`src/rtl/sxo_pkg.sv`:
```
// Summary of operation
// - Opcode 10011rrr subtracts carry and working register rrr from the accumulator in one cycle.
// - Opcode 10010101 with a data address byte subtracts carry and that byte from the accumulator in one cycle.
// - Opcode 11000101 with a data address byte swaps the accumulator and that byte in one cycle.
// - Opcode 1100011r swaps the accumulator with the byte addressed through R0 or R1.
// - Opcode 11001rrr swaps the accumulator with working register rrr.
// - Opcode 11000100 swaps the upper and lower nibbles of the accumulator.
// - Opcode 1101011r swaps only the low nibbles of the accumulator and the indirectly addressed byte in one cycle.
// - Every indirect form takes its address from R0 or R1 as picked by opcode bit 0.
// - Opcode 0110011r XORs the indirectly addressed byte into the accumulator and changes only parity.
// - Opcode 01100100 XORs an immediate byte into the accumulator.
// - Opcode 01101rrr XORs working register rrr into the accumulator.
// - Opcode 01100101 with a data address byte XORs that byte into the accumulator in one cycle.
// - Opcode 01100011 with address and immediate bytes writes their XOR back to memory over two cycles.
// - Opcode 01100010 with a data address byte writes the accumulator XOR that byte back to memory in one cycle.
package sxo_pkg;
   localparam logic [7:0] SXO_ACC_RST = 8'h00;
   localparam logic [7:0] SXO_PSW_RST = 8'h00;
   // Flag positions in the program status word
   localparam int SXO_CY_BIT = 7;
   localparam int SXO_HC_BIT = 6;
   localparam int SXO_OV_BIT = 2;
   localparam int SXO_P_BIT = 0;
   // Opcodes and opcode patterns
   localparam logic [7:0] SXO_OP_SUBTRACT_WITH_BORROW_OP_IMM = 8'h94;
   localparam logic [7:0] SXO_OP_SUBTRACT_WITH_BORROW_OP_DIR = 8'h95;
   localparam logic [6:0] SXO_OP_SUBTRACT_WITH_BORROW_OP_IND = 7'h4B;
   localparam logic [4:0] SXO_OP_SUBTRACT_WITH_BORROW_OP_REG = 5'h13;
   localparam logic [7:0] SXO_OP_SWAP = 8'hC4;
   localparam logic [7:0] SXO_OP_XCH_DIR = 8'hC5;
   localparam logic [6:0] SXO_OP_XCH_IND = 7'h63;
   localparam logic [4:0] SXO_OP_XCH_REG = 5'h19;
   localparam logic [6:0] SXO_OP_LOW_NIBBLE_EXCHANGE_OP_IND = 7'h6B;
   localparam logic [7:0] SXO_OP_XRL_MA = 8'h62;
   localparam logic [7:0] SXO_OP_XRL_MI = 8'h63;
   localparam logic [7:0] SXO_OP_XRL_IMM = 8'h64;
   localparam logic [7:0] SXO_OP_XRL_DIR = 8'h65;
   localparam logic [6:0] SXO_OP_XRL_IND = 7'h33;
   localparam logic [4:0] SXO_OP_XRL_REG = 5'h0D;
   localparam int SXO_XRL_MI_CYCLES = 2;

   typedef enum logic [0:0] {
      SXO_ST_IDLE = 1'b0,
      SXO_ST_WAIT = 1'b1
   } sxo_state_t;

   // One instruction as handed in by fetch
   typedef struct packed {
      logic valid;
      logic [7:0] opcode;
      logic [7:0] byte2;
      logic [7:0] byte3;
   } sxo_instr_t;

   // Data memory port; reads are combinational
   typedef struct packed {
      logic [7:0] addr;
      logic wr_en;
      logic [7:0] wr_data;
   } sxo_mem_req_t;

   typedef struct packed {
      sxo_state_t state;
      logic [7:0] acc;
      logic [7:0] program_status_word;
      logic busy;
      logic done;
      logic illegal;
   } sxo_core_t;
endpackage

```
`src/rtl/sxo_sub_borrow.sv`:
```
`timescale 1ns/10ps
`default_nettype none
// Accumulator minus carry minus operand, with flags
module sxo_sub_borrow
   import sxo_pkg::*;
(
   input wire logic [7:0] acc_i,
   input wire logic [7:0] opnd_i,
   input wire logic cy_i,
   output logic [7:0] diff_o,
   output logic cy_o,
   output logic hc_o,
   output logic ov_o
);
   logic [4:0] low;
   logic [8:0] full;

   // Separate low nibble sum gives the bit 3 borrow
   always_comb begin
      low = {1'b0, acc_i[3:0]} - {1'b0, opnd_i[3:0]} - {4'h0, cy_i};
      full = {1'b0, acc_i} - {1'b0, opnd_i} - {8'h00, cy_i};
      diff_o = full[7:0];
      cy_o = full[8];
      hc_o = low[4];
      ov_o = (acc_i[7] ^ opnd_i[7]) & (acc_i[7] ^ full[7]);
   end
endmodule
`default_nettype wire

```
`src/rtl/sxo_exec.sv`:
```
`timescale 1ns/10ps
`default_nettype none
// Executes subtract, exchange and XOR group against acc, PROGRAM_STATUS_WORD, bank and memory
module sxo_exec
   import sxo_pkg::*;
(
   input wire logic clk_i,
   input wire logic sys_rst_i,
   input wire sxo_instr_t instr_i,
   input wire logic [7:0] bank_reg_i[8],
   input wire logic [7:0] mem_rd_data_i,
   output sxo_mem_req_t mem_req_o,
   output logic [2:0] reg_sel_o,
   output logic reg_wr_en_o,
   output logic [7:0] reg_wr_data_o,
   output logic [7:0] acc_o,
   output logic [7:0] psw_o,
   output logic ready_o,
   output logic done_o,
   output logic illegal_o
);
   sxo_core_t cur, next_cur;
   logic [7:0] opnd, sub_res;
   logic sub_cy, sub_hc, sub_ov, take;
   logic [7:0] op;
   logic [7:0] ind_addr;

   // Datapath overview:
   // Decode strobes pick one form per instruction
   // One shared operand mux feeds both the subtractor and the XOR
   // One state struct holds acc, psw and the two-cycle sequencer
   // Direct, indirect and register exchanges send the old accumulator out through memory or register port

   // Decode strobes, one per instruction form
   logic is_subtract_with_borrow_op_reg, is_subtract_with_borrow_op_dir, is_subtract_with_borrow_op_imm, is_subtract_with_borrow_op_ind;
   logic is_swap, is_xch_dir, is_xch_ind, is_xch_reg, is_low_nibble_exchange_op_ind;
   logic is_xrl_ma, is_xrl_mi, is_xrl_imm, is_xrl_dir, is_xrl_ind, is_xrl_reg;
   // Group strobes shared by operand select and execute
   logic is_subtract_with_borrow_op, is_xrl_acc, is_ind, is_reg, is_imm;

   assign op = instr_i.opcode;
   assign take = instr_i.valid && cur.state == SXO_ST_IDLE;
   assign ind_addr = bank_reg_i[{2'b00, op[0]}];
   assign reg_sel_o = op[2:0];

   // Subtract-with-borrow forms
   assign is_subtract_with_borrow_op_reg = op[7:3] == SXO_OP_SUBTRACT_WITH_BORROW_OP_REG;
   assign is_subtract_with_borrow_op_dir = op == SXO_OP_SUBTRACT_WITH_BORROW_OP_DIR;
   assign is_subtract_with_borrow_op_imm = op == SXO_OP_SUBTRACT_WITH_BORROW_OP_IMM;
   assign is_subtract_with_borrow_op_ind = op[7:1] == SXO_OP_SUBTRACT_WITH_BORROW_OP_IND;

   // Exchange forms; the nibble swap touches only the accumulator
   assign is_swap = op == SXO_OP_SWAP;
   assign is_xch_dir = op == SXO_OP_XCH_DIR;
   assign is_xch_ind = op[7:1] == SXO_OP_XCH_IND;
   assign is_xch_reg = op[7:3] == SXO_OP_XCH_REG;
   assign is_low_nibble_exchange_op_ind = op[7:1] == SXO_OP_LOW_NIBBLE_EXCHANGE_OP_IND;

   // Exclusive-OR forms; the memory-destination pair leaves acc alone
   assign is_xrl_ma = op == SXO_OP_XRL_MA;
   assign is_xrl_mi = op == SXO_OP_XRL_MI;
   assign is_xrl_imm = op == SXO_OP_XRL_IMM;
   assign is_xrl_dir = op == SXO_OP_XRL_DIR;
   assign is_xrl_ind = op[7:1] == SXO_OP_XRL_IND;
   assign is_xrl_reg = op[7:3] == SXO_OP_XRL_REG;

   // Groups; form decodes never overlap, so at most one strobe is high
   assign is_subtract_with_borrow_op = is_subtract_with_borrow_op_reg || is_subtract_with_borrow_op_dir || is_subtract_with_borrow_op_imm || is_subtract_with_borrow_op_ind;
   assign is_xrl_acc = is_xrl_ind || is_xrl_imm || is_xrl_reg || is_xrl_dir;
   assign is_ind = is_subtract_with_borrow_op_ind || is_xch_ind || is_low_nibble_exchange_op_ind || is_xrl_ind;
   assign is_reg = is_subtract_with_borrow_op_reg || is_xch_reg || is_xrl_reg;
   assign is_imm = is_subtract_with_borrow_op_imm || is_xrl_imm;

   // Operand select: register, indirect, direct or immediate
   always_comb begin
      opnd = mem_rd_data_i;
      if (is_reg) begin
         opnd = bank_reg_i[op[2:0]];
      end else if (is_imm) begin
         opnd = instr_i.byte2;
      end
   end

   sxo_sub_borrow u_sub (
      .acc_i(cur.acc),
      .opnd_i(opnd),
      .cy_i(cur.program_status_word[SXO_CY_BIT]),
      .diff_o(sub_res),
      .cy_o(sub_cy),
      .hc_o(sub_hc),
      .ov_o(sub_ov)
   );

   // Decode and execute; memory write path held for the second cycle
   always_comb begin
      next_cur = cur;
      next_cur.done = 1'b0;
      next_cur.illegal = 1'b0;
      mem_req_o.addr = instr_i.byte2;
      mem_req_o.wr_en = 1'b0;
      mem_req_o.wr_data = 8'h00;
      reg_wr_en_o = 1'b0;
      reg_wr_data_o = cur.acc;
      // Indirect forms address memory through R0 or R1
      if (is_ind) begin
         mem_req_o.addr = ind_addr;
      end
      case (cur.state)
         SXO_ST_IDLE: begin
            if (take) begin
               next_cur.done = 1'b1;
               if (is_subtract_with_borrow_op) begin
                  // Flags from the shared subtractor
                  next_cur.acc = sub_res;
                  next_cur.program_status_word[SXO_CY_BIT] = sub_cy;
                  next_cur.program_status_word[SXO_HC_BIT] = sub_hc;
                  next_cur.program_status_word[SXO_OV_BIT] = sub_ov;
               end else if (is_xch_dir || is_xch_ind) begin
                  // Old accumulator goes out to memory
                  next_cur.acc = opnd;
                  mem_req_o.wr_en = 1'b1;
                  mem_req_o.wr_data = cur.acc;
               end else if (is_xch_reg) begin
                  // Old accumulator goes out to the bank
                  next_cur.acc = opnd;
                  reg_wr_en_o = 1'b1;
                  reg_wr_data_o = cur.acc;
               end else if (is_swap) begin
                  // Nibble swap, no memory traffic
                  next_cur.acc = {cur.acc[3:0], cur.acc[7:4]};
               end else if (is_low_nibble_exchange_op_ind) begin
                  // Upper nibbles stay where they are
                  next_cur.acc = {cur.acc[7:4], opnd[3:0]};
                  mem_req_o.wr_en = 1'b1;
                  mem_req_o.wr_data = {opnd[7:4], cur.acc[3:0]};
               end else if (is_xrl_acc) begin
                  // Accumulator-destination XOR
                  next_cur.acc = cur.acc ^ opnd;
               end else if (is_xrl_ma) begin
                  // Memory-destination XOR with the accumulator
                  mem_req_o.wr_en = 1'b1;
                  mem_req_o.wr_data = opnd ^ cur.acc;
               end else if (is_xrl_mi) begin
                  // Read and write both happen in the second cycle: the instruction must stay put
                  next_cur.state = SXO_ST_WAIT;
                  next_cur.busy = 1'b1;
                  next_cur.done = 1'b0;
               end else begin
                  // Unknown opcode: flag it, change nothing
                  next_cur.done = 1'b0;
                  next_cur.illegal = 1'b1;
               end
            end
         end

         // Second cycle of the memory XOR immediate form
         SXO_ST_WAIT: begin
            mem_req_o.wr_en = 1'b1;
            mem_req_o.wr_data = opnd ^ instr_i.byte3;
            next_cur.state = SXO_ST_IDLE;
            next_cur.busy = 1'b0;
            next_cur.done = 1'b1;
         end

         // Unreachable code: fall back to idle
         default: begin
            next_cur.state = SXO_ST_IDLE;
         end
      endcase
      // Parity follows whatever the accumulator becomes
      next_cur.program_status_word[SXO_P_BIT] = ^next_cur.acc;
   end

   // State register with synchronous reset
   always_ff @(posedge clk_i) begin
      if (sys_rst_i) begin
         cur.state <= SXO_ST_IDLE;
         cur.acc <= SXO_ACC_RST;
         cur.program_status_word <= SXO_PSW_RST;
         cur.busy <= 1'b0;
         cur.done <= 1'b0;
         cur.illegal <= 1'b0;
      end else begin
         cur <= next_cur;
      end
   end

   // Port timing notes:
   // acc, psw, done and illegal are flip-flop outputs
   // Memory and register write strobes are combinational, one cycle each
   // Read data is used in the same cycle as its address
   // No bypass: a write and a dependent read in one cycle see the old byte
   // ready low only in the second cycle of the memory XOR immediate form
   // Fetch must hold instr_i unchanged while ready is low
   // A valid instruction while ready is low is treated as the held one
   // Unknown opcodes raise illegal and leave all state untouched
   // Parity recomputed every cycle, so it can never go stale
   // Carry, half-carry and overflow change only on the subtract forms
   // Other status bits are kept but never written here

   // Registered outputs straight from the state struct
   assign acc_o = cur.acc;
   assign psw_o = cur.program_status_word;
   assign ready_o = !cur.busy; // Fetch must hold instr_i while low
   assign done_o = cur.done;
   assign illegal_o = cur.illegal;
endmodule
`default_nettype wire

```
`config.mk`:
```
export PLATFORM = sky130hd
export DESIGN_NAME = sxo_exec
export DESIGN_NICKNAME = d
export VERILOG_FILES = /design/src/rtl/sxo_pkg.sv /design/src/rtl/sxo_sub_borrow.sv /design/src/rtl/sxo_exec.sv
export SDC_FILE = /design/constraint.sdc
export NUM_CORES = 1
export LEC_CHECK = 0
export BUFFER_PORTS_ARGS = -buffer_cell sky130_fd_sc_hd__buf_4
export CORE_ASPECT_RATIO = 1.1
export CORE_MARGIN = 8
export CORE_UTILIZATION = 45
export DETAILED_ROUTE_END_ITERATION = 12
export PLACE_DENSITY = 0.79
export REMOVE_ABC_BUFFERS = 1
export SLEW_MARGIN = 20
export SYNTH_ARGS = -nofsm -noshare
export SYNTH_HDL_FRONTEND = slang
export SYNTH_HIERARCHICAL = 1
export SYNTH_SLANG_ARGS = --single-unit
```
`constraint.sdc`:
```
create_clock -name clk_i -period 4.3 [get_ports clk_i]
set_clock_uncertainty 0.1 [all_clocks]
set_input_delay 0.43 -clock clk_i [delete_from_list [all_inputs] [get_ports clk_i]]
set_output_delay 0.43 -clock clk_i [all_outputs]
set_load 0.02 [all_outputs]
```
### Word level (Yosys, flattened, before mapping)

Cells that the tools add are included.

* input port bits: 99
* logic and storage cells: 117
* register bits after elaboration: 16

* reductions and logical operators: 19
* equal/unequal tests: 24
* bitwise logic cells: 9
* $add $sub $neg: 4
* muxes and demuxes: 52
* $lt $le $gt $ge: 2

Operator list (count)
* 8-bit two-way mux: 13
* 9-bit two-way mux: 8
* 8-bit binary-select mux with 3-bit select: 2
* 8-bit by 7-bit equality test with 1-bit output (second input constant): 4
* 8-bit equality test (second input constant): 4
* 3-bit two-way mux: 8
* 7-bit equality test (second input constant): 3
* 2-bit != test (second input constant): 9
* 9-bit one-hot mux with 2 select lines: 1
* 8-bit bitwise XOR: 2
* 1-bit two-way mux: 15
* 1-bit logical OR: 13
* 11-bit two-way mux: 1
* 5-bit equality test (second input constant): 2
* 10-bit two-way mux: 1
* 10-bit OR reduction: 1
* 9-bit AND reduction: 1
* 8-bit by 8-bit subtractor with 9-bit output: 1
* 9-bit by 1-bit subtractor with 9-bit output: 1
* 4-bit >= comparator (second input constant): 2
* 8-bit XOR reduction: 1
* 7-bit by 6-bit equality test with 1-bit output (second input constant): 1
* 5-bit by 4-bit equality test with 1-bit output (second input constant): 1
* 4-bit by 4-bit subtractor with 5-bit output: 1
* other kinds (12): 14

### Logic depth before layout (Yosys ltp)

Gate-level depths: netlist of the first run.

* word-level depth: 15
* mapped depth: 22

### Modules after synthesis

The synthesis of the first run kept the hierarchy.

By module, submodules not included
* sxo_exec: times used 1, seq. area each 320.3 µm², area each 2797.7 µm², cells each 349
* sxo_sub_borrow: times used 1, seq. area each 0.0 µm², area each 606.8 µm², cells each 84

### Worst setup path before layout of the first run

Ideal clock, no wire load.

* path type: in2reg
* from: in instr_i[17] (netlist bit)
* to: reg cur, in the netlist psw_o[0]
* buffers on the path: 2
* stages: 20
* path slack: 0.107 ns
* data required time: 4.135 ns
* data arrival time: 4.028 ns
* path through: buf_6 > nor4b_4 > o21ai_4 > a221o_1 > and2_1 > buf_2 > inv_1 > fa_1 > ha_1 > o211ai_2 > o211ai_1 > a21oi_1 > xnor2_1 > nor2_1 > a21oi_1 > o21ai_1 > xor2_1 > xnor2_1 > xnor3_1 > nor2_1

* elaborated cells between the ends (all ways): 36

RTL lines
* start, declared: RTL line sxo_exec.sv:9 `input wire sxo_instr_t instr_i,`
* 3-bit inverter with 4-bit output (not written as such): RTL line sxo_exec.sv:78 `opnd = bank_reg_i[op[2:0]];`
* 8-bit binary-select mux with 3-bit select: RTL line sxo_exec.sv:78
* 8-bit two-way mux (not written as such) (2 in a row): RTL line sxo_exec.sv:78
* 8-bit two-way mux *: RTL line sxo_exec.sv:77 `if (is_reg) begin`
* via opnd[0]: RTL line sxo_exec.sv:23 `logic [7:0] opnd, sub_res;`
* 8-bit by 8-bit subtractor with 9-bit output *: RTL line sxo_sub_borrow.sv:21 `full = {1'b0, acc_i} - {1'b0, opnd_i} - {8'h00, cy_i};`
* 9-bit by 1-bit subtractor with 9-bit output *: RTL line sxo_sub_borrow.sv:21
* via sub_res[5]: RTL line sxo_exec.sv:23
* 8-bit two-way mux *: RTL line sxo_exec.sv:112 `if (is_subtract_with_borrow_op) begin`
* 11-bit two-way mux *: RTL line sxo_exec.sv:110 `if (take) begin`
* 10-bit two-way mux *: RTL line sxo_exec.sv:108 `case (cur.state)`
* 8-bit XOR reduction *: RTL line sxo_exec.sv:171 `next_cur.program_status_word[SXO_P_BIT] = ^next_cur.acc;`
* end signal, assigned: RTL line sxo_exec.sv:184 `cur <= next_cur;`
* end, declared: RTL line sxo_exec.sv:22 `sxo_core_t cur, next_cur;`

Mark *: on every way through the listed nets, which the timed path passes. The rest lies on a longest branch. The select of a mux whose other input is x is not followed.
A chain may end at the register's enable or synchronous reset.

### Worst setup path in the final report of the first run

* from: in instr_i[17] (netlist bit)
* to: reg cur, in the netlist psw_o[0]

* elaborated cells between the ends (all ways): 36

RTL lines (RTL line)
* 3-bit inverter with 4-bit output (not written as such): sxo_exec.sv:78
* 8-bit binary-select mux with 3-bit select: sxo_exec.sv:78
* 8-bit two-way mux (not written as such) (2 in a row): sxo_exec.sv:78
* 8-bit two-way mux *: sxo_exec.sv:77
* 8-bit by 8-bit subtractor with 9-bit output *: sxo_sub_borrow.sv:21
* 9-bit by 1-bit subtractor with 9-bit output *: sxo_sub_borrow.sv:21
* via sub_res[5]: sxo_exec.sv:23
* 8-bit two-way mux *: sxo_exec.sv:112
* 11-bit two-way mux *: sxo_exec.sv:110
* 10-bit two-way mux *: sxo_exec.sv:108
* 8-bit XOR reduction *: sxo_exec.sv:171

Marked as above.

==> results.json, run 1 <==
{
  "run_status": "completed",
  "grt_pass1_wl_um": 19300,
  "whs_endpoint": "done_o$_SDFF_PP0_",
  "finalHoldViolCount": 0,
  "path_class": "input pin to flip-flop",
  "numCtsBuffers": 3,
  "final_core_util": 0.617,
  "cp.arrival_ns": 4.19,
  "yosys_warnings": 6,
  "overflow": 0,
  "core_area_mm2": 0.00739,
  "synth-edff-count": 0,
  "max_freq_mhz": 245,
  "reg2regPathDepth": 14,
  "worstPathMaxFanout": 18,
  "rsz0062_at_grt": "no",
  "ff2ff_setup_slack_ns": 1.07,
  "dieArea_mm2": 0.0106,
  "cp-start-kind": "input pin",
  "drc": 0,
  "path_buf_inv": 2,
  "wl_met1_um": 4380,
  "yosysTopAreaCell": "dfxtp_1",
  "cts_resized": 0,
  "tritoncts": "yes",
  "synth_top_cell_area_share": 0.0941,
  "crit_family": "compound AO/OA/AOI/OAI gates",
  "syn-cell-area_mm2": 0.00340,
  "nFillCells": 632,
  "grt_max_degree": 19,
  "place_congestion": 0.942,
  "timing.final.crit_share": 0.950,
  "highest_layer": "met4",
  "wl_met3_um": 1110,
  "slowest_delay_ns": 0.45,
  "clkPwrFrac": 0.156,
  "intPower_w": 0.000532,
  "antenna_cells_inserted": 0,
  "fin_cells": 653,
  "drtIter0Drc": 293,
  "drtAntennaViolNets": 0,
  "p_leak_nw": 2.16,
  "multi_input_area_mm2": 0.00266,
  "maxSlewViolCount": 0,
  "ios": 147,
  "cts_root_buf": "clkbuf_8",
  "grt_usage": 0.220,
  "post-cts-setup-buffers": 0,
  "syn_area_per_cell_um2": 7.86,
  "layout.nets": 682,
  "via_per_inst": 5.88,
  "hold_start": "instr_i[24]",
  "num_rows": 33,
  "seqCellArea_um2": 320,
  "p_comb_frac": 0.644,
  "drive_gt1_frac": 0.373,
  "end_kind": "flip-flop",
  "peakVddDrop_mv": 0.0831,
  "wirelength_um": 12100,
  "die_w_um": 98.9,
  "power_density_mw_per_mm2": 197,
  "ys_async_sr_fraction": 0,
  "clk_pin_slew_worst_paths_ns": 0.07,
  "grt_pass1_vias": 4027,
  "die_y_um": 107,
  "relSlewSlack": 0.527,
  "fin_setup_tns_ns": 0,
  "place_hpwl_um": 10300,
  "synthTopCellsByArea": "dfxtp_1 (9.4%), mux2i_1 (8.2%), buf_4 (6.6%), mux4_2 (6.0%), ha_1 (5.1%)",
  "htreeDepth": 1,
  "swShare": 0.408,
  "clockBufferDepth": 2,
  "synth-main-ff-cell": "dfxtp_1",
  "tightestPinTransition_ns": 0.705,
  "met2_length_um": 6160,
  "start_util": 0.461,
  "ys_types": 76,
  "p_sw_w": 0.000368,
  "min_path_cells": 3,
  "maxCapViolCount": 0,
  "min_period_ns": 4.09,
  "hold_class": "input pin to flip-flop",
  "clk_latency_ns": 0.26,
  "timing.rr.start": "acc_o[0]$_SDFF_PP0_",
  "p_seq_frac": 0.200,
  "worst_ep_required_time_ns": 4.40,
  "numClockSinks": 16,
  "syn_inst": 433,
  "dp.cells": 649,
  "ys_ff_latch": 16,
  "slowest_stage": "fa_1",
  "numPortBuffers": 142,
  "area_delta_synth_final_pct": 34.0,
  "vias": 3837,
  "dr.pass1.iters": 5,
  "final_area_mm2": 0.00456,
  "dpl-instance-area_mm2": 0.00450,
  "r2r_end": "psw_o[0]$_SDFF_PP0_",
  "final-setup-viol-count": 0,
  "postCtsHoldBufs": 0,
  "seq_area_frac_synth": 0.0941,
  "antenna_found_initial": 0,
  "routedWlPerCell_um": 18.5,
  "path_cells": "buf_6 -> nor4b_4 -> o21ai_4 -> a221o_1 -> and2_1 -> inv_1 -> fa_1 -> ha_1 -> o211ai_2 -> o211ai_1 -> a21oi_2 -> xnor2_1 -> nor2_1 -> a21oi_1 -> o21ai_1 -> xor2_1 -> xnor2_1 -> xnor3_1 -> nor2_1"
}
[metrics by stage]
stage,power [W],setup slack [ns],hold slack (ns)
after floorplan,0.000509,0.154,0.381
final,0.000900,0.213,0.336
after detailed placement,0.000750,-0.145,0.376
after global placement,0.000732,0.0275,0.364
after global routing,0.000950,0.0213,0.371
after CTS,0.000890,0.122,0.329
[cells in the mapped netlist, types with 3 or more instances]
cell,n
nand2_1,39
o21ai_0,34
buf_4,30
inv_1,30
mux2i_1,28
a21oi_1,24
nor2_1,23
dfxtp_1,16
xor2_1,15
ha_1,14
nor2b_1,12
and2_1,10
o21ai_1,10
mux4_2,9
xnor2_1,9
clkbuf_1,7
a22oi_1,6
buf_2,6
nor3_1,6
a22o_1,5
buf_6,4
nand2b_1,4
nand4_1,4
nand4bb_1,4
o21a_1,4
a211oi_1,3
a211oi_2,3
a21oi_2,3
a221o_1,3
a2bb2oi_1,3
a31oi_1,3
nand3_1,3
nor3b_1,3
o31ai_1,3
[power groups by stage]
stage | clock, W | sequential, W | combinational, W
finish | 0.000140 | 0.000180 | 0.000580
global route | 0.000145 | 0.000180 | 0.000624
CTS | 0.000140 | 0.000179 | 0.000571
detailed placement | 0 | 0.000182 | 0.000568
global placement | 0 | 0.000182 | 0.000550
floorplan | 0 | 0.000195 | 0.000313
[registers in the layout, summed over array words and instances, names as in the netlist]
name and flops:
psw_o 4, illegal_o 1, cur 2, acc_o 8, done_o 1
[routing by layer]
layer / up-vias / global-route usage
met1: 1772 / 0.222
li1: 1813 / -
met3: 42 / 0.0551
met5: - / 0
met2: 210 / 0.418
met4: 0 / 0.0889
[final cells by class]
| type | count | area share |
|---|---|---|
| clock buffer | 4 | 0.0121 |
| inverter | 31 | 0.0255 |
| multi-input combinational | 342 | 0.583 |
| sequential | 16 | 0.0702 |
| tap | 87 | 0.0239 |
| timing repair buffer | 173 | 0.285 |
[cell families after synthesis]
family / synth area share
adders and majority gates: 0.0632
buffers and inverters: 0.130
muxes: 0.159
and+or+nand+nor: 0.211
AOI/OAI and AO/OA: 0.266
other: 0.00110
DFF: 0.0941
xor gates and xnor gates: 0.0750
[how the worst max path moves through the flow]
stage | startpoint | cells past startpoint | slack, ns | end
2_1_floorplan | instr_i[20] | 19 | 0.15 | psw_o[0]$_SDFF_PP0_
3_3_place_gp | instr_i[20] | 19 | 0.03 | psw_o[0]$_SDFF_PP0_
3_5_place_dp | instr_i[17] | 19 | -0.14 | psw_o[0]$_SDFF_PP0_
4_1_cts | instr_i[17] | 19 | 0.12 | psw_o[0]$_SDFF_PP0_
5_1_grt | instr_i[20] | 19 | 0.02 | psw_o[0]$_SDFF_PP0_
6_report | instr_i[17] | 19 | 0.21 | psw_o[0]$_SDFF_PP0_
[placed cells by master, fill, tap and decap left out, types with 5 or more instances in the layout]
master,instances
buf_4,172
nor3_1,6
nor2b_1,12
and2_1,10
o21ai_1,10
mux4_2,9
a22o_1,5
nand2_1,39
ha_1,14
a21oi_1,23
mux2i_1,27
dfxtp_1,16
nor2_1,23
xor2_1,15
o21ai_0,34
inv_1,30
a22oi_1,6
xnor2_1,9
[worst register-to-register path: cells and delay by family, from the launching register on]
| family | cells | cell delay, ns |
|---|---|---|
| fa+ha+maj | 2 | 0.81 |
| compound gates | 5 | 0.84 |
| buf+inv | 1 | 0.05 |
| xor+xnor | 4 | 0.79 |
| flops | 1 | 0.44 |
| simple gates | 2 | 0.14 |
Note: power is estimated with default switching activity, not from simulation.
==> inputs of run 2 (changes only) <==
CORE_ASPECT_RATIO = 2   (was 1.1)
==> results.json, run 2 (synthesized netlist as in run 1, its figures left out) <==
{
  "run_status": "completed",
  "drc": 0,
  "numCtsBuffers": 3,
  "dr.pass1.iters": 5,
  "tightestPinTransition_ns": 0.749,
  "hold_class": "input pin to flip-flop",
  "p_leak_nw": 2.21,
  "die_w_um": 77.5,
  "fin_setup_tns_ns": 0,
  "via_per_inst": 5.68,
  "intPower_w": 0.000595,
  "routedWlPerCell_um": 17.5,
  "power_density_mw_per_mm2": 207,
  "clkPwrFrac": 0.209,
  "maxCapViolCount": 0,
  "cp.arrival_ns": 4.22,
  "path_class": "input pin to flip-flop",
  "timing.final.crit_share": 0.963,
  "p_seq_frac": 0.186,
  "end_kind": "flip-flop",
  "min_period_ns": 4.14,
  "swShare": 0.383,
  "die_y_um": 139,
  "core_area_mm2": 0.00749,
  "drtIter0Drc": 217,
  "htreeDepth": 1,
  "final-setup-viol-count": 0,
  "maxSlewViolCount": 0,
  "dieArea_mm2": 0.0108,
  "p_sw_w": 0.000370,
  "antenna_found_initial": 0,
  "vias": 3763,
  "place_congestion": 0.913,
  "largest_register_ffs": 8,
  "clk_latency_ns": 0.24,
  "power.total_w": 0.000965,
  "clk_pin_slew_worst_paths_ns": 0.05,
  "layout.nets": 684,
  "overflow": 0,
  "numPortBuffers": 142,
  "clockBufferDepth": 2,
  "postCtsHoldBufs": 0,
  "peakVddDrop_mv": 0.247,
  "worst_ep_required_time_ns": 4.39,
  "mostFrequentLayoutCells": "buf_4 (173), nand2_1 (38), o21ai_0 (34), inv_1 (30), mux2i_1 (28)",
  "drive_gt1_frac": 0.386,
  "num_rows": 45,
  "wirelength_um": 11600,
  "worstPathMaxFanout": 5,
  "finalHoldViolCount": 0,
  "relSlewSlack": 0.497,
  "numClockSinks": 16,
  "fin_cells": 662,
  "area_delta_synth_final_pct": 37.0,
  "dp.cells": 656,
  "grt_usage": 0.207,
  "p_comb_frac": 0.605,
  "max_freq_mhz": 242,
  "final_common_cell": "buf_4",
  "grt_max_degree": 17,
  "cts_root_buf": "clkbuf_16",
  "antenna_cells_inserted": 0,
  "grt_pass1_wl_um": 18800,
  "cp-start-kind": "input pin",
  "start_util": 0.455,
  "drtAntennaViolNets": 0,
  "ios": 147,
  "tritoncts": "yes",
  "nFillCells": 675,
  "place_hpwl_um": 9510,
  "grt_pass1_vias": 3938
}
run 2: changes by cell type in the layout (fill, tap and decap cells not counted), moves of 3 or more:
cell / change
o21ai_1: -3
o21ai_2: +3
clkbuf_8: -3
clkbuf_16: +3
run 2: cell type report:
cell class	count	area, µm²	share of cell area
clock buffer	4	88.8	0.0190
tap	94	118	0.0252
multi-input combinational	342	2690	0.577
inverter	31	116	0.0249
sequential	16	320	0.0687
timing repair buffer	175	1330	0.285
run 2: worst max-delay path, cell delays in order:
cell	delay [ns]
buf_4	0.16
nor4b_4	0.29
buf_4	0.19
o21ai_4	0.07
a221o_1	0.39
and2_4	0.17
inv_1	0.07
fa_1	0.44
ha_1	0.23
o211ai_2	0.21
o211ai_1	0.15
a21oi_1	0.19
xnor2_1	0.14
nor2_1	0.08
a21oi_2	0.18
o21ai_2	0.09
xor2_1	0.17
xnor2_1	0.24
xnor3_1	0.24
nor2_1	0.08
run 2: path summary, 6_finish.rpt:
path	startpoint	endpoint	slack, ns	cells past startpoint
worst max-delay path	instr_i[16]	psw_o[0]$_SDFF_PP0_	0.16	20
worst min-delay path	instr_i[24]	done_o$_SDFF_PP0_	0.37	3
worst max register to register	acc_o[0]$_SDFF_PP0_	psw_o[0]$_SDFF_PP0_	1.06	14
worst min register to register	psw_o[6]$_SDFFE_PP0P_	psw_o[6]$_SDFFE_PP0P_	0.38	2
run 2: layer usage:
metal,wire length (µm),up-vias,GRT usage
met1,4570,1691,0.240
met5,0,-,0
met4,483,0,0.0721
met3,895,42,0.0506
li1,-,1819,-
met2,5620,211,0.353
run 2: through the flow:
step / util / area (µm²) / worst slack, ns / hold slack, ns
2_1_floorplan: - / 3090 / 0.154 / 0.381
3_3_place_gp: 0.603 / 4520 / -0.152 / 0.366
3_5_place_dp: 0.603 / 4520 / -0.225 / 0.370
4_1_cts: 0.615 / 4610 / 0.0198 / 0.377
5_1_grt: 0.623 / 4670 / -0.0260 / 0.402
6_report: 0.623 / 4670 / 0.161 / 0.372
run 2: what timing repair did:
action,4_1_cts,5_1_grt
endpoints found under the setup margin,0,1
buffers inserted,0,2
resized for setup,0,10
run 2: power by group through the flow:
stage	sequential (W)	clock, W	combinational, W
5_1_grt	0.000181	0.000212	0.000636
4_1_cts	0.000178	0.000204	0.000565
6_report	0.000179	0.000201	0.000584
3_3_place_gp	0.000181	0	0.000553
3_5_place_dp	0.000181	0	0.000561
2_1_floorplan	0.000195	0	0.000313
==> inputs of run 3 (changes only) <==
CTS_BUF_LIST = sky130_fd_sc_hd__clkbuf_4   (was unset)
==> results.json, run 3 (synthesized netlist as in run 1, its figures left out) <==
{
  "run_status": "completed",
  "htreeDepth": 1,
  "place_hpwl_um": 9510,
  "p_leak_nw": 2.17,
  "tightestPinTransition_ns": 0.748,
  "grt_usage": 0.206,
  "drive_gt1_frac": 0.380,
  "power.total_w": 0.000842,
  "cp.arrival_ns": 4.31,
  "dp.cells": 656,
  "drc": 0,
  "largest_register_ffs": 8,
  "worst_ep_required_time_ns": 4.44,
  "core_area_mm2": 0.00749,
  "cts_root_buf": "clkbuf_4",
  "antenna_found_initial": 0,
  "place_congestion": 0.913,
  "grt_pass1_vias": 3910,
  "numPortBuffers": 142,
  "numClockSinks": 16,
  "intPower_w": 0.000486,
  "swShare": 0.423,
  "rsz0062_at_grt": "no",
  "die_w_um": 77.5,
  "layout.nets": 684,
  "antenna_cells_inserted": 0,
  "place_ws_ns": -0.225,
  "start_util": 0.455,
  "numCtsBuffers": 3,
  "dpl-instance-area_mm2": 0.00452,
  "power_density_mw_per_mm2": 184,
  "num_rows": 45,
  "ios": 147,
  "clk_latency_ns": 0.29,
  "postCtsHoldBufs": 0,
  "slowest_stage": "nor4b_4",
  "final_common_cell": "buf_4",
  "relSlewSlack": 0.498,
  "final-setup-viol-count": 0,
  "clk_pin_slew_worst_paths_ns": 0.10,
  "path_cells": "buf_4 -> nor4b_4 -> and2_1 -> a221o_1 -> and2_4 -> inv_1 -> fa_1 -> inv_1 -> fa_1 -> nand2_2 -> a21oi_4 -> o21ai_2 -> xor2_1 -> and3_1 -> a21oi_1 -> o31ai_2 -> xor2_1 -> xnor2_1 -> xnor3_1 -> nor2_1",
  "maxSlewViolCount": 0,
  "drtIter0Drc": 198,
  "dieArea_mm2": 0.0108,
  "clockBufferDepth": 2,
  "die_y_um": 139,
  "peakVddDrop_mv": 0.210,
  "hold_class": "input pin to flip-flop",
  "wirelength_um": 11500,
  "crit_family": "simple AND/OR/NAND/NOR gates",
  "timing.final.crit_share": 0.971,
  "mostFrequentLayoutCells": "buf_4 (174), nand2_1 (38), o21ai_0 (34), inv_1 (30), mux2i_1 (28)",
  "finalHoldViolCount": 0,
  "drtAntennaViolNets": 0,
  "clkPwrFrac": 0.100,
  "min_period_ns": 4.18,
  "p_seq_frac": 0.212,
  "dr.pass1.iters": 5,
  "final.setup.worst_slack_ns": 0.125,
  "via_per_inst": 5.71,
  "p_comb_frac": 0.688,
  "max_freq_mhz": 239,
  "grt_pass1_wl_um": 18600,
  "grt_max_degree": 17,
  "cp-start-kind": "input pin",
  "final_area_mm2": 0.00459,
  "end_kind": "flip-flop",
  "vias": 3777,
  "p_sw_w": 0.000356,
  "worstPathMaxFanout": 6,
  "overflow": 0,
  "area_delta_synth_final_pct": 34.7,
  "path_class": "input pin to flip-flop",
  "routedWlPerCell_um": 17.3,
  "slowest_delay_ns": 0.44,
  "fin_cells": 662,
  "path_buf_inv": 3,
  "maxCapViolCount": 0,
  "fin_setup_tns_ns": 0,
  "tritoncts": "yes"
}
## run 3: cell types whose count changed in the layout (fill, tap and decap cells not counted)
cell / before / now
a22o_1: 4 / 5
a22o_4: 1 / 0
buf_4: 173 / 174
buf_6: 1 / 0
clkbuf_16: 3 / 0
clkbuf_4: 0 / 3
clkbuf_8: 1 / 0
clkinv_1: 0 / 1
o21ai_1: 7 / 8
o21ai_2: 3 / 2
## run 3: power groups by stage
stage | logic (W) | clock network [W] | registers [W]
after floorplan | 0.000313 | 0 | 0.000195
after global placement | 0.000553 | 0 | 0.000181
after detailed placement | 0.000561 | 0 | 0.000181
after CTS | 0.000563 | 0.0000891 | 0.000178
after global routing | 0.000631 | 0.0000969 | 0.000181
final | 0.000579 | 0.0000839 | 0.000179
## run 3: per-layer routing
metal / share of wire / vias up / GRT usage
li1: - / 1820 / -
met1: 0.40 / 1703 / 0.240
met2: 0.48 / 214 / 0.346
met3: 0.076 / 40 / 0.0506
met4: 0.040 / 0 / 0.0832
met5: 0 / - / 0
## run 3: final timing paths
kind | startpoint | endpoint | slack [ns] | cells after the start
max | instr_i[16] | psw_o[0]$_SDFF_PP0_ | 0.12 | 20
max reg2reg | acc_o[0]$_SDFF_PP0_ | psw_o[0]$_SDFF_PP0_ | 0.96 | 14
min | instr_i[24] | done_o$_SDFF_PP0_ | 0.32 | 3
min reg2reg | psw_o[6]$_SDFFE_PP0P_ | psw_o[6]$_SDFFE_PP0P_ | 0.38 | 2
## run 3: cell type report
type | count | area [µm²]
fill | 687 | 2900
tap | 94 | 118
timing repair buffer | 175 | 1330
clock buffer | 3 | 22.5
inverter | 31 | 116
sequential | 16 | 320
multi-input combinational | 342 | 2680
clock inverter | 1 | 3.75
## run 3: through the flow
stage / hold slack [ns] / utilization
after floorplan: 0.381 / -
after global placement: 0.366 / 0.603
after detailed placement: 0.370 / 0.603
after CTS: 0.315 / 0.607
after global routing: 0.323 / 0.613
final: 0.317 / 0.613
## run 3: worst register-to-register path: stages (launching register included)
cell     delay [ns]
dfxtp_1        0.44
fa_1           0.49
inv_1          0.09
fa_1           0.24
nand2_2        0.10
a21oi_4        0.20
o21ai_2        0.10
xor2_1         0.15
and3_1         0.15
a21oi_1        0.18
o31ai_2        0.14
xor2_1         0.20
xnor2_1        0.27
xnor3_1        0.35
nor2_1         0.08
## run 3: timing repair
item                                    CTS  global route
resized for setup                         0             7
endpoints found under the setup margin    0             1
buffers inserted                          0             2
